===== src/tac_pkg.sv =====
// Constants and types for the timer access contention block.
// Assumes a single 100 MHz clock and a synchronous active-low reset.
// Function
// [RULE1] Counter write beats a same-state increment
// [RULE2] Match register write suppresses compare match
// [RULE3] Buffered match transfers pre-write buffer contents
// [RULE4] Read during capture returns captured value
// [RULE5] Capture beats a match register write
// [RULE6] Capture buffer transfer beats buffer write
// [RULE7] Clear beats overflow; flags stay unset
// [RULE8] Counter write beats overflow; flags unset
// [RULE9] External clocks share four capture/compare pins
// [RULE10] Software avoids compare output on clock pins
// [RULE11] Pending requests held through module stop
// [RULE12] Software disables requests before module stop
// [RULE13] Flag cleared by write-zero after read, or transfer
// [RULE14] Overflow/underflow set flags; enables gate requests
// [RULE15] Counter clear beats a counter write
// [RULE16] Access takes two states, commit in second
// [RULE17] All contention settled within one state
package tac_pkg;
   localparam int TAC_W = 16;
   localparam logic [15:0] TAC_CNT_RST = 16'h0000;
   localparam logic [15:0] TAC_CNT_MAX = 16'hFFFF;
   localparam logic [15:0] TAC_GR_RST = 16'hFFFF;
   // Register select codes for the CPU access port
   localparam logic [1:0] TAC_SEL_CNT = 2'h0;
   localparam logic [1:0] TAC_SEL_GR = 2'h1;
   localparam logic [1:0] TAC_SEL_BUF = 2'h2;
   localparam logic [1:0] TAC_SEL_FLG = 2'h3;
   // Flag register bit positions
   localparam int TAC_FLG_MATCH = 0;
   localparam int TAC_FLG_OVF = 1;
   localparam int TAC_FLG_UNF = 2;
   // Clock source selection
   localparam logic [2:0] TAC_CK_INT = 3'h0;
   localparam logic [2:0] TAC_CK_A = 3'h1;
   localparam logic [2:0] TAC_CK_B = 3'h2;
   localparam logic [2:0] TAC_CK_C = 3'h3;
   localparam logic [2:0] TAC_CK_D = 3'h4;

   typedef enum logic [1:0] {
      TAC_ST_IDLE = 2'b00,
      TAC_ST_T1 = 2'b01,
      TAC_ST_T2 = 2'b10
   } tac_bus_e;
endpackage


===== src/tac_acc_if.sv =====
// Interface carrying one decoded CPU access from the sequencer to the datapath.
// Assumes both ends share i_clk.
`timescale 1ns/1ns
interface tac_acc_if;
   logic t1;
   logic t2;
   logic wr;
   logic [1:0] sel;
   logic [15:0] wdata;
   modport seq (output t1, output t2, output wr, output sel, output wdata);
   modport dp (input t1, input t2, input wr, input sel, input wdata);
endinterface


===== src/tac_timer.sv =====
// Single timer channel datapath with CPU access contention resolution.
// Assumes pins and count enables are synchronous to i_clk.
`timescale 1ns/1ns
module tac_timer
   import tac_pkg::*;
(
   input wire logic i_clk,
   input wire logic i_rstn,
   // CPU access port
   input wire logic i_req,
   input wire logic i_wr,
   input wire logic [1:0] i_sel,
   input wire logic [15:0] i_wdata,
   output logic [15:0] o_rdata,
   output logic o_done,
   // Counter control
   input wire logic i_run,
   input wire logic i_down,
   input wire logic i_int_tick,
   input wire logic [2:0] i_clk_sel,
   input wire logic i_capture_mode,
   input wire logic i_buffer_mode,
   input wire logic i_clear_on_match,
   input wire logic i_ovf_en,
   input wire logic i_unf_en,
   input wire logic i_match_en,
   input wire logic i_module_stop,
   input wire logic i_xfer_ack,
   // Shared pins: clock inputs and capture/compare pins
   input wire logic i_ch0_pin_c,
   input wire logic i_ch0_pin_d,
   input wire logic i_ch1_pin_b,
   input wire logic i_ch2_pin_b,
   input wire logic i_ch0_pin_c_cmp,
   output logic o_ch0_pin_c,
   output logic o_ch0_pin_c_oe,
   output logic o_match_irq,
   output logic o_ovf_irq,
   output logic o_unf_irq,
   output logic o_xfer_req
);
   tac_acc_if acc();
   logic [15:0] cnt_q;
   logic [15:0] cnt_d;
   logic [15:0] gr_q;
   logic [15:0] gr_d;
   logic [15:0] buf_q;
   logic [15:0] buf_d;
   logic [2:0] flg_q;
   logic [2:0] flg_d;
   logic [2:0] flg_seen_q;
   logic [2:0] flg_seen_d;
   logic [15:0] rdata_q;
   logic ext_q;
   logic pin_c_q;
   logic pin_out_q;
   logic clk_ext;
   logic ext_rise;
   logic tick;
   logic wr_cnt;
   logic wr_gr;
   logic wr_buf;
   logic wr_flg;
   logic rd_flg;
   logic wrap_up;
   logic wrap_dn;
   logic match;
   logic cap;
   logic clr;
   logic ovf_set;
   logic unf_set;
   logic [15:0] cnt_step;
   logic [2:0] flg_clr;
   logic [2:0] flg_set;
   logic [15:0] gr_now;

   tac_acc_seq u_seq (
      .i_clk(i_clk),
      .i_rstn(i_rstn),
      .i_req(i_req),
      .i_wr(i_wr),
      .i_sel(i_sel),
      .i_wdata(i_wdata),
      .o_done(o_done),
      .acc(acc)
   );

   // Pin sharing: the selected clock input is a capture/compare pin of its channel
   assign clk_ext = (i_clk_sel == TAC_CK_A) ? i_ch0_pin_c : // RULE9
                    (i_clk_sel == TAC_CK_B) ? i_ch0_pin_d :
                    (i_clk_sel == TAC_CK_C) ? i_ch1_pin_b :
                    (i_clk_sel == TAC_CK_D) ? i_ch2_pin_b : 1'b0;
   assign ext_rise = clk_ext & ~ext_q;
   assign tick = i_run & ~i_module_stop & ((i_clk_sel == TAC_CK_INT) ? i_int_tick : ext_rise);

   // Write commit strobes in the second access state; flag read strobe in the first
   assign wr_cnt = acc.t2 & acc.wr & (acc.sel == TAC_SEL_CNT);
   assign wr_gr = acc.t2 & acc.wr & (acc.sel == TAC_SEL_GR);
   assign wr_buf = acc.t2 & acc.wr & (acc.sel == TAC_SEL_BUF);
   assign wr_flg = acc.t2 & acc.wr & (acc.sel == TAC_SEL_FLG);
   assign rd_flg = acc.t1 & ~acc.wr & (acc.sel == TAC_SEL_FLG);

   // Event detection; capture uses channel 0 pin C rising edge
   // Own history for the capture pin, so another clock pin cannot fake an edge
   assign cap = i_capture_mode & ~i_module_stop & (i_clk_sel != TAC_CK_A) & i_ch0_pin_c & ~pin_c_q;
   assign match = ~i_capture_mode & tick & (cnt_q == gr_q) & ~wr_gr; // RULE2
   assign clr = i_clear_on_match & (match | cap);
   assign wrap_up = tick & ~i_down & (cnt_q == TAC_CNT_MAX);
   assign wrap_dn = tick & i_down & (cnt_q == TAC_CNT_RST);
   assign cnt_step = i_down ? (cnt_q - 16'h0001) : (cnt_q + 16'h0001);

   // Counter: clear, then CPU write, then count, all in one state
   always_comb begin
      if (clr) begin
         cnt_d = TAC_CNT_RST; // RULE15 RULE17
      end else if (wr_cnt) begin
         cnt_d = acc.wdata; // RULE1
      end else if (tick) begin
         cnt_d = cnt_step;
      end else begin
         cnt_d = cnt_q;
      end
   end

   // Overflow and underflow lose to clear and to a counter write
   assign ovf_set = wrap_up & ~clr & ~wr_cnt; // RULE7 RULE8 RULE14
   assign unf_set = wrap_dn & ~clr & ~wr_cnt; // RULE7 RULE8 RULE14

   // General register: capture beats CPU write; buffered match loads old buffer
   always_comb begin
      if (cap) begin
         gr_d = cnt_q; // RULE5
      end else if (wr_gr) begin
         gr_d = acc.wdata;
      end else if (match & i_buffer_mode) begin
         gr_d = buf_q; // RULE3
      end else begin
         gr_d = gr_q;
      end
   end

   // Buffer: capture transfer beats CPU write
   always_comb begin
      if (cap & i_buffer_mode) begin
         buf_d = gr_q; // RULE6
      end else if (wr_buf) begin
         buf_d = acc.wdata;
      end else begin
         buf_d = buf_q;
      end
   end

   // Flags: write zero clears only bits seen as one; set wins over clear
   assign flg_set = {unf_set, ovf_set, match | cap};
   assign flg_clr = (wr_flg ? (~acc.wdata[2:0] & flg_seen_q) : 3'h0) |
                    {2'h0, i_xfer_ack}; // RULE13
   assign flg_d = i_module_stop ? flg_q : ((flg_q & ~flg_clr) | flg_set); // RULE11
   assign flg_seen_d = rd_flg ? flg_q : (wr_flg ? 3'h0 : flg_seen_q);

   // Read data reflects a capture landing in the sample state
   assign gr_now = cap ? cnt_q : gr_q;
   always_ff @(posedge i_clk) begin
      if (!i_rstn) begin
         rdata_q <= 16'h0000;
      end else if (acc.t1 & ~acc.wr) begin
         case (acc.sel)
            TAC_SEL_CNT: rdata_q <= cnt_q;
            TAC_SEL_GR: rdata_q <= gr_now; // RULE4
            TAC_SEL_BUF: rdata_q <= (cap & i_buffer_mode) ? gr_q : buf_q;
            default: rdata_q <= {13'h0000, flg_q};
         endcase
      end
   end

   // State registers
   always_ff @(posedge i_clk) begin
      if (!i_rstn) begin
         cnt_q <= TAC_CNT_RST;
         gr_q <= TAC_GR_RST;
         buf_q <= TAC_GR_RST;
         flg_q <= 3'h0;
         flg_seen_q <= 3'h0;
         ext_q <= 1'b0;
         pin_c_q <= 1'b0;
      end else begin
         cnt_q <= cnt_d;
         gr_q <= gr_d;
         buf_q <= buf_d;
         flg_q <= flg_d;
         flg_seen_q <= flg_seen_d;
         ext_q <= clk_ext;
         pin_c_q <= i_ch0_pin_c;
      end
   end

   // Compare output toggles on match; pin stays input while used as clock
   always_ff @(posedge i_clk) begin
      if (!i_rstn) begin
         pin_out_q <= 1'b0;
      end else if (match & i_ch0_pin_c_cmp) begin
         pin_out_q <= ~pin_out_q;
      end
   end
   assign o_ch0_pin_c = pin_out_q;
   assign o_ch0_pin_c_oe = i_ch0_pin_c_cmp & (i_clk_sel != TAC_CK_A); // RULE10

   // Requests gated by enables; stay held while stopped
   assign o_match_irq = flg_q[TAC_FLG_MATCH] & i_match_en; // RULE11
   assign o_ovf_irq = flg_q[TAC_FLG_OVF] & i_ovf_en; // RULE14
   assign o_unf_irq = flg_q[TAC_FLG_UNF] & i_unf_en; // RULE14
   assign o_xfer_req = flg_q[TAC_FLG_MATCH] & i_match_en;
   assign o_rdata = rdata_q;
endmodule


===== src/tac_acc_seq.sv =====
// Two-state CPU access sequencer: first state samples, second state commits.
// Assumes the requester holds its request fields until o_done.
`timescale 1ns/1ns
module tac_acc_seq
   import tac_pkg::*;
(
   input wire logic i_clk,
   input wire logic i_rstn,
   input wire logic i_req,
   input wire logic i_wr,
   input wire logic [1:0] i_sel,
   input wire logic [15:0] i_wdata,
   output logic o_done,
   tac_acc_if.seq acc
);
   tac_bus_e state_q;
   tac_bus_e state_d;

   // Idle, then T1, then T2, then idle again
   // A request still held at the commit edge must not start a second access
   always_comb begin
      case (state_q)
         TAC_ST_IDLE: state_d = i_req ? TAC_ST_T1 : TAC_ST_IDLE;
         TAC_ST_T1: state_d = TAC_ST_T2;
         TAC_ST_T2: state_d = TAC_ST_IDLE;
         default: state_d = TAC_ST_IDLE;
      endcase
   end

   always_ff @(posedge i_clk) begin
      if (!i_rstn) begin
         state_q <= TAC_ST_IDLE;
      end else begin
         state_q <= state_d; // RULE16
      end
   end

   // Access phases as decoded strobes
   assign acc.t1 = (state_q == TAC_ST_T1);
   assign acc.t2 = (state_q == TAC_ST_T2);
   assign acc.wr = i_wr;
   assign acc.sel = i_sel;
   assign acc.wdata = i_wdata;
   assign o_done = acc.t2;
endmodule


===== config.mk =====
export PLATFORM = sky130hd
export DESIGN_NAME = tac_timer
export DESIGN_NICKNAME = d
export VERILOG_FILES = /design/src/tac_pkg.sv /design/src/tac_acc_if.sv /design/src/tac_timer.sv /design/src/tac_acc_seq.sv
export SDC_FILE = /design/constraint.sdc
export NUM_CORES = 1
export LEC_CHECK = 0
export BUFFER_PORTS_ARGS = -buffer_cell sky130_fd_sc_hd__buf_2
export CORE_ASPECT_RATIO = 0.8
export CORE_MARGIN = 5
export CORE_UTILIZATION = 50
export DETAILED_ROUTE_END_ITERATION = 10
export PLACE_DENSITY = 0.66
export SETUP_SLACK_MARGIN = 0.4
export SYNTH_ARGS = -nofsm -noshare
export SYNTH_HDL_FRONTEND = slang
export SYNTH_SLANG_ARGS = --single-unit

===== constraint.sdc =====
create_clock -name i_clk -period 2.79 [get_ports i_clk]
set_input_delay 0.279 -clock i_clk [delete_from_list [all_inputs] [get_ports i_clk]]
set_output_delay 0.279 -clock i_clk [all_outputs]
set_load 0.005 [all_outputs]

Yosys cells after proc, flatten, opt, wreduce, memory -nomap -nowiden
Cells that the tools add are included.
Operators by class
  add/subtract/negate cells: 2
  eq/ne operators: 12
  multiplexer cells: 21
  bitwise operators: 51
  reduce and logical (&&, ||, !) cells: 9
Operator list (count)
  16-bit two-way mux: 10
  16-bit one-hot mux with 3 select lines: 1
  1-bit AND: 33
  16-bit by 1-bit adder with 16-bit output, second input constant: 1
  16-bit == test: 1
  16-bit == test, second input constant: 1
  16-bit logical NOT: 1
  16-bit by 1-bit subtractor with 16-bit output, second input constant: 1
  1-bit NOT: 11
  3-bit two-way mux: 3
  3-bit AND: 2
  2-bit == test, second input constant: 3
  3-bit by 2-bit == test with 1-bit output, second input constant: 2
  1-bit two-way mux: 6
  3-bit NOT: 2
  2-bit nonzero test: 3
  2-bit by 1-bit == test with 1-bit output, second input constant: 2
  2-bit logical NOT: 2
  2-bit one-hot mux with 2 select lines: 1
  3-bit by 1-bit == test with 1-bit output, second input constant: 1
  3-bit == test, second input constant: 1
  3-bit logical NOT: 1
  3-bit by 1-bit inequality test with 1-bit output, second input constant: 1
  3-bit by 1-bit OR with 3-bit output: 1
  other kinds (4): 4
Storage, ports and cells
  register bits after elaboration: 75
  input bits: 41
  word-level logic and storage cells: 105

Longest topological paths before layout
  depth after elaboration: 17
  mapped depth: 9

Hierarchy
A second synthesis with hierarchy kept.
Unflattened totals
  cells, all modules: 649
  area, all modules: 5282.6 sq um
Modules (own cells, without submodules)
  tac_timer: times used 1, cells an instance 623, area an instance 5052.3 sq um, seq. area each 1461.4 sq um
  tac_acc_seq: times used 1, cells an instance 26, area an instance 230.2 sq um, seq. area each 40.0 sq um

Least setup slack after synthesis
OpenSTA, ideal clock, no wires.
  kind: reg-to-reg
  start point: register cnt_q[0]
  end point: register cnt_q[10]
  setup time: 0.086 ns
  arrival time: 2.154 ns
  required time: 2.704 ns
  slack: 0.550 ns
  stages on the path, launching flop included: 10
  cells stage by stage: dfxtp_1 -> clkbuf_1 -> inv_1 -> fa_1 -> nor2b_1 -> o31a_1 -> o2111a_1 -> nor3_1 -> or3b_1 -> a211oi_1
Between the ends
  cells in the longest elaborated chain, start to end: 6
RTL lines
  start: declaration: RTL line tac_timer.sv:43  | logic [15:0] cnt_q;
  start signal: assignment: RTL line tac_timer.sv:186  | cnt_q <= cnt_d;
  branches (longest 6 deep; another with 16-bit by 1-bit adder with 16-bit output)
Several ways; the timed one is not identified. The select of a mux whose other input is x is not followed.
A chain may end at the register's enable or synchronous reset.

Worst setup path after layout
  start point: register cnt_q[7]
  end point: register cnt_q[14]
The elaborated chain is that of the path after synthesis.

==> results.md <==
- Status: finished, final reports clean
- DRT Pass-1 Iters: 5
- Reg power frac: between 40% and 50%
- HP Start: i_ch0_pin_c
- Total of max-cap violations: 0
- Die Y-Extent: 101 um
- VDD IR max: roughly 0.34 mV
- Worst Tran Pin Value: 0.715 ns
- Initial antenna violation count: 0
- Leakage: 0.00275 uW
- Layout cells sized above 1: 18.5%
- CP required: about 3.0 ns
- Crit Path Class: flip-flop to flip-flop
- Crit share post-route: 83.1%
- Residual DRC count: 0
- Final Setup Violations: 0
- CORE AREA: 10200 um^2
- I/O Buffers: 63
- Net Count, Synth: 688
- DP HPWL: 11.3 mm
- Clk pwr share: 45.0%
- # fillers: 926
- Largest net degree at the start of global routing: 76
- Final Skew: roughly 0.0071 ns
- Max FO, Critical Path: 7
- H-tree levels: 3
- CP endpoint kind: flip-flop
- Number of synthesized register bits: 75
- Routed wire length: 16.1 mm
- Chip width: between 100 and 150 um
- RSZ-0062 raised after global routing: no
- Clk_lat worst skew: 0.34 ns
- Hold WS: 0.184 ns
- Cells after Synth: 632
- Layout area overhead: 16.1%
- Die area: about 12000 um^2
- Pwr Density: 472 nW/um^2
- Final GP Congestion: 0.925
- CTS Buf Count: 9
- # rows: 33
- Crit-path cells: ha_1, a2111o_1, o21a_1, o41ai_2, mux2i_1, a31oi_1
- Async SR Flop Fraction: 0%
- Aggregate global-route resource usage: 25.5%
- Number of global-route vias before repair: 4694
- R2r worst-path depth: 6
- Nets: 744
- IO Count: 64
- Primary FF master, synth: dfxtp_1
- Starting Density: 50.6%
- P_int: 2060 uW
- Post-synth EDFFs: 0
- Placed cell count: 816
- Vias per cell: slightly above 6
- Slew HR: 52.3%
- Yosys warning total: 0
- Final hold vios: 0
- Setup Total Neg Slack: 0 ns
- FF-to-FF End: cnt_q[14]
- Max Root-Sink Buffers: 2
- Worst hold path type: input pin to flip-flop
- Hold depth: 2
- Wire per inst: between 15 and 20 um
- Clock slew at reported path FFs: 0.06 ns
- Root Driver: clkbuf_16
- Switching portion of total power: 26.6%
- Synth cell types: 66
- Slowest-stage cell, CP: dfxtp_1
- Peak Freq: 431 MHz
- Slew Limit Fails: 0
- CTS Hold Buffers Added: 0
- Initial drt markers: between 500 and 600
- Startpoint types: flip-flop
- Grt ovf: 0
- Crit path DAT: 2.53 ns
- Sequential-to-total area share from yosys stat: 29.2%
- Synth Cell Area: 5140 um^2
- Antenna Cells: 0
- Min Tclk post-route: 2.32 ns
- First-pass GRT wire length: 25.1 mm
- R2r setup slk: 0.47 ns
- Via count: 5182
- Worst hold endpoint: pin_c_q
- Average cell area after synthesis: 8.13 um^2
- Psw: 750 uW
- CTS tree: yes
- Critical R2R Launch: cnt_q[7]
- Non-Filler Instances: around 830
- CTS Sinks: 75
- Crit path largest cell delay: 0.49 ns
- Comb pwr share: around 15%
- Antenna violation net count after detailed routing: 0
==> state kept, by name (all words and copies together), names as in the netlist <==
register and flops:
buf_q 16, cnt_q 16, gr_q 16, o_rdata 16
flg_q 3, flg_seen_q 3, u_seq.state_q 2, ext_q 1
o_ch0_pin_c 1, pin_c_q 1
==> cells by family after synthesis <==
| group | after synthesis | synth area share (%) |
|---|---|---|
| compound gates | 171 | 23.7 |
| simple gates | 242 | 24.1 |
| fa+ha+maj | 15 | 3.80 |
| mux | 51 | 10.0 |
| xor+xnor | 25 | 4.26 |
| flops | 75 | 29.2 |
| buf+inv | 53 | 4.90 |
==> per-stage QoR <==
stage                     instance area, um^2  utilization [%]  total power, uW  setup WS (ns)
after detailed placement                 5620             55.3             1560          0.236
after global placement                   5620             55.3             1550          0.314
after floorplan                          5140                -             1420          0.550
after CTS                                5950             58.5             2830          0.418
final                                    5960             58.7             2810          0.470
after global routing                     5960             58.7             2920          0.423
==> worst max path at each step <==
stage	start	end	slack, ns	cells past startpoint
6_report	cnt_q[7]	cnt_q[14]	0.47	6
5_1_grt	i_down	cnt_q[10]	0.42	9
4_1_cts	cnt_q[2]	cnt_q[14]	0.42	7
3_5_place_dp	i_down	cnt_q[10]	0.24	9
3_3_place_gp	i_down	cnt_q[14]	0.31	8
2_1_floorplan	cnt_q[0]	cnt_q[10]	0.55	9
==> cells in the mapped netlist, drive strengths merged (4+ instances only) <==
| cell | count | area share [%] |
|---|---|---|
| nor2 | 32 | 2.3 |
| o211a | 16 | 3.1 |
| clkbuf | 32 | 2.4 |
| o21a | 5 | 0.73 |
| nand2b | 9 | 1.2 |
| nand2 | 100 | 7.5 |
| xnor2 | 9 | 1.5 |
| nor2b | 6 | 0.73 |
| nor4b | 14 | 2.4 |
| nor3 | 6 | 0.58 |
| mux2i | 48 | 9.4 |
| xor2 | 16 | 2.7 |
| ha | 14 | 3.4 |
| a211oi | 8 | 1.2 |
| a21o | 7 | 1.0 |
| nand3 | 29 | 2.8 |
| inv | 7 | 0.51 |
| nor4 | 7 | 0.85 |
| dfxtp | 75 | 29 |
| o21ai | 32 | 3.1 |
| o221ai | 13 | 2.2 |
| nand4 | 8 | 0.97 |
| a21oi | 35 | 3.6 |
| a311oi | 4 | 0.68 |
| and2 | 9 | 1.1 |
| buf | 14 | 2.0 |
| a31oi | 6 | 0.73 |
| o211ai | 21 | 3.1 |
==> power by group through the flow <==
stage	logic, uW	registers [uW]	clock network (uW)
global route	448	1140	1330
detailed placement	404	1160	0
global placement	398	1160	0
floorplan	268	1150	0
finish	414	1130	1260
CTS	406	1130	1290
==> final cells by class <==
| class | instances | area (um^2) | share of cell area [%] |
|---|---|---|---|
| clock inverter | 7 | 101 | 1.70 |
| clock buffer | 9 | 225 | 3.78 |
| timing repair buffer | 91 | 538 | 9.02 |
| tap | 140 | 175 | 2.94 |
| sequential | 75 | 1510 | 25.3 |
| multi-input combinational | 504 | 3390 | 56.9 |
| inverter | 7 | 26.3 | 0.441 |
==> layer usage <==
metal,part of all wire [%],GRT usage [%],up-vias
met1,45,36.7,2454
met5,0,0,-
met4,1.8,7.23,0
li1,-,-,2460
met2,45,39.6,240
met3,7.9,3.76,28
==> cells in the final DEF, fill, tap and decap left out, drive strengths merged, types with 8 or more instances in the layout <==
master and n:
a211oi 8, a21oi 35, and2 9, buf 91
clkbuf 9, dfxtp 75, ha 14, inv 8
mux2i 48, nand2 100, nand2b 9, nand3 29
nand4 8, nor2 32, nor4b 14, o211a 16
o211ai 21, o21ai 32, o221ai 13, xnor2 9
xor2 16
==> worst max-delay path: cells and delay by family (launching register included) <==
family | cells | cell delay [ns]
compound gates | 4 | 1.12
fa+ha+maj | 1 | 0.34
mux | 1 | 0.23
flops | 1 | 0.49
==> repair_timing <==
item	4_1_cts	5_1_grt
pin swaps	0	1
setup buffers	0	1
setup endpoints to repair	1	2
resized for setup	1	3
(Power assumes the default switching activity.)
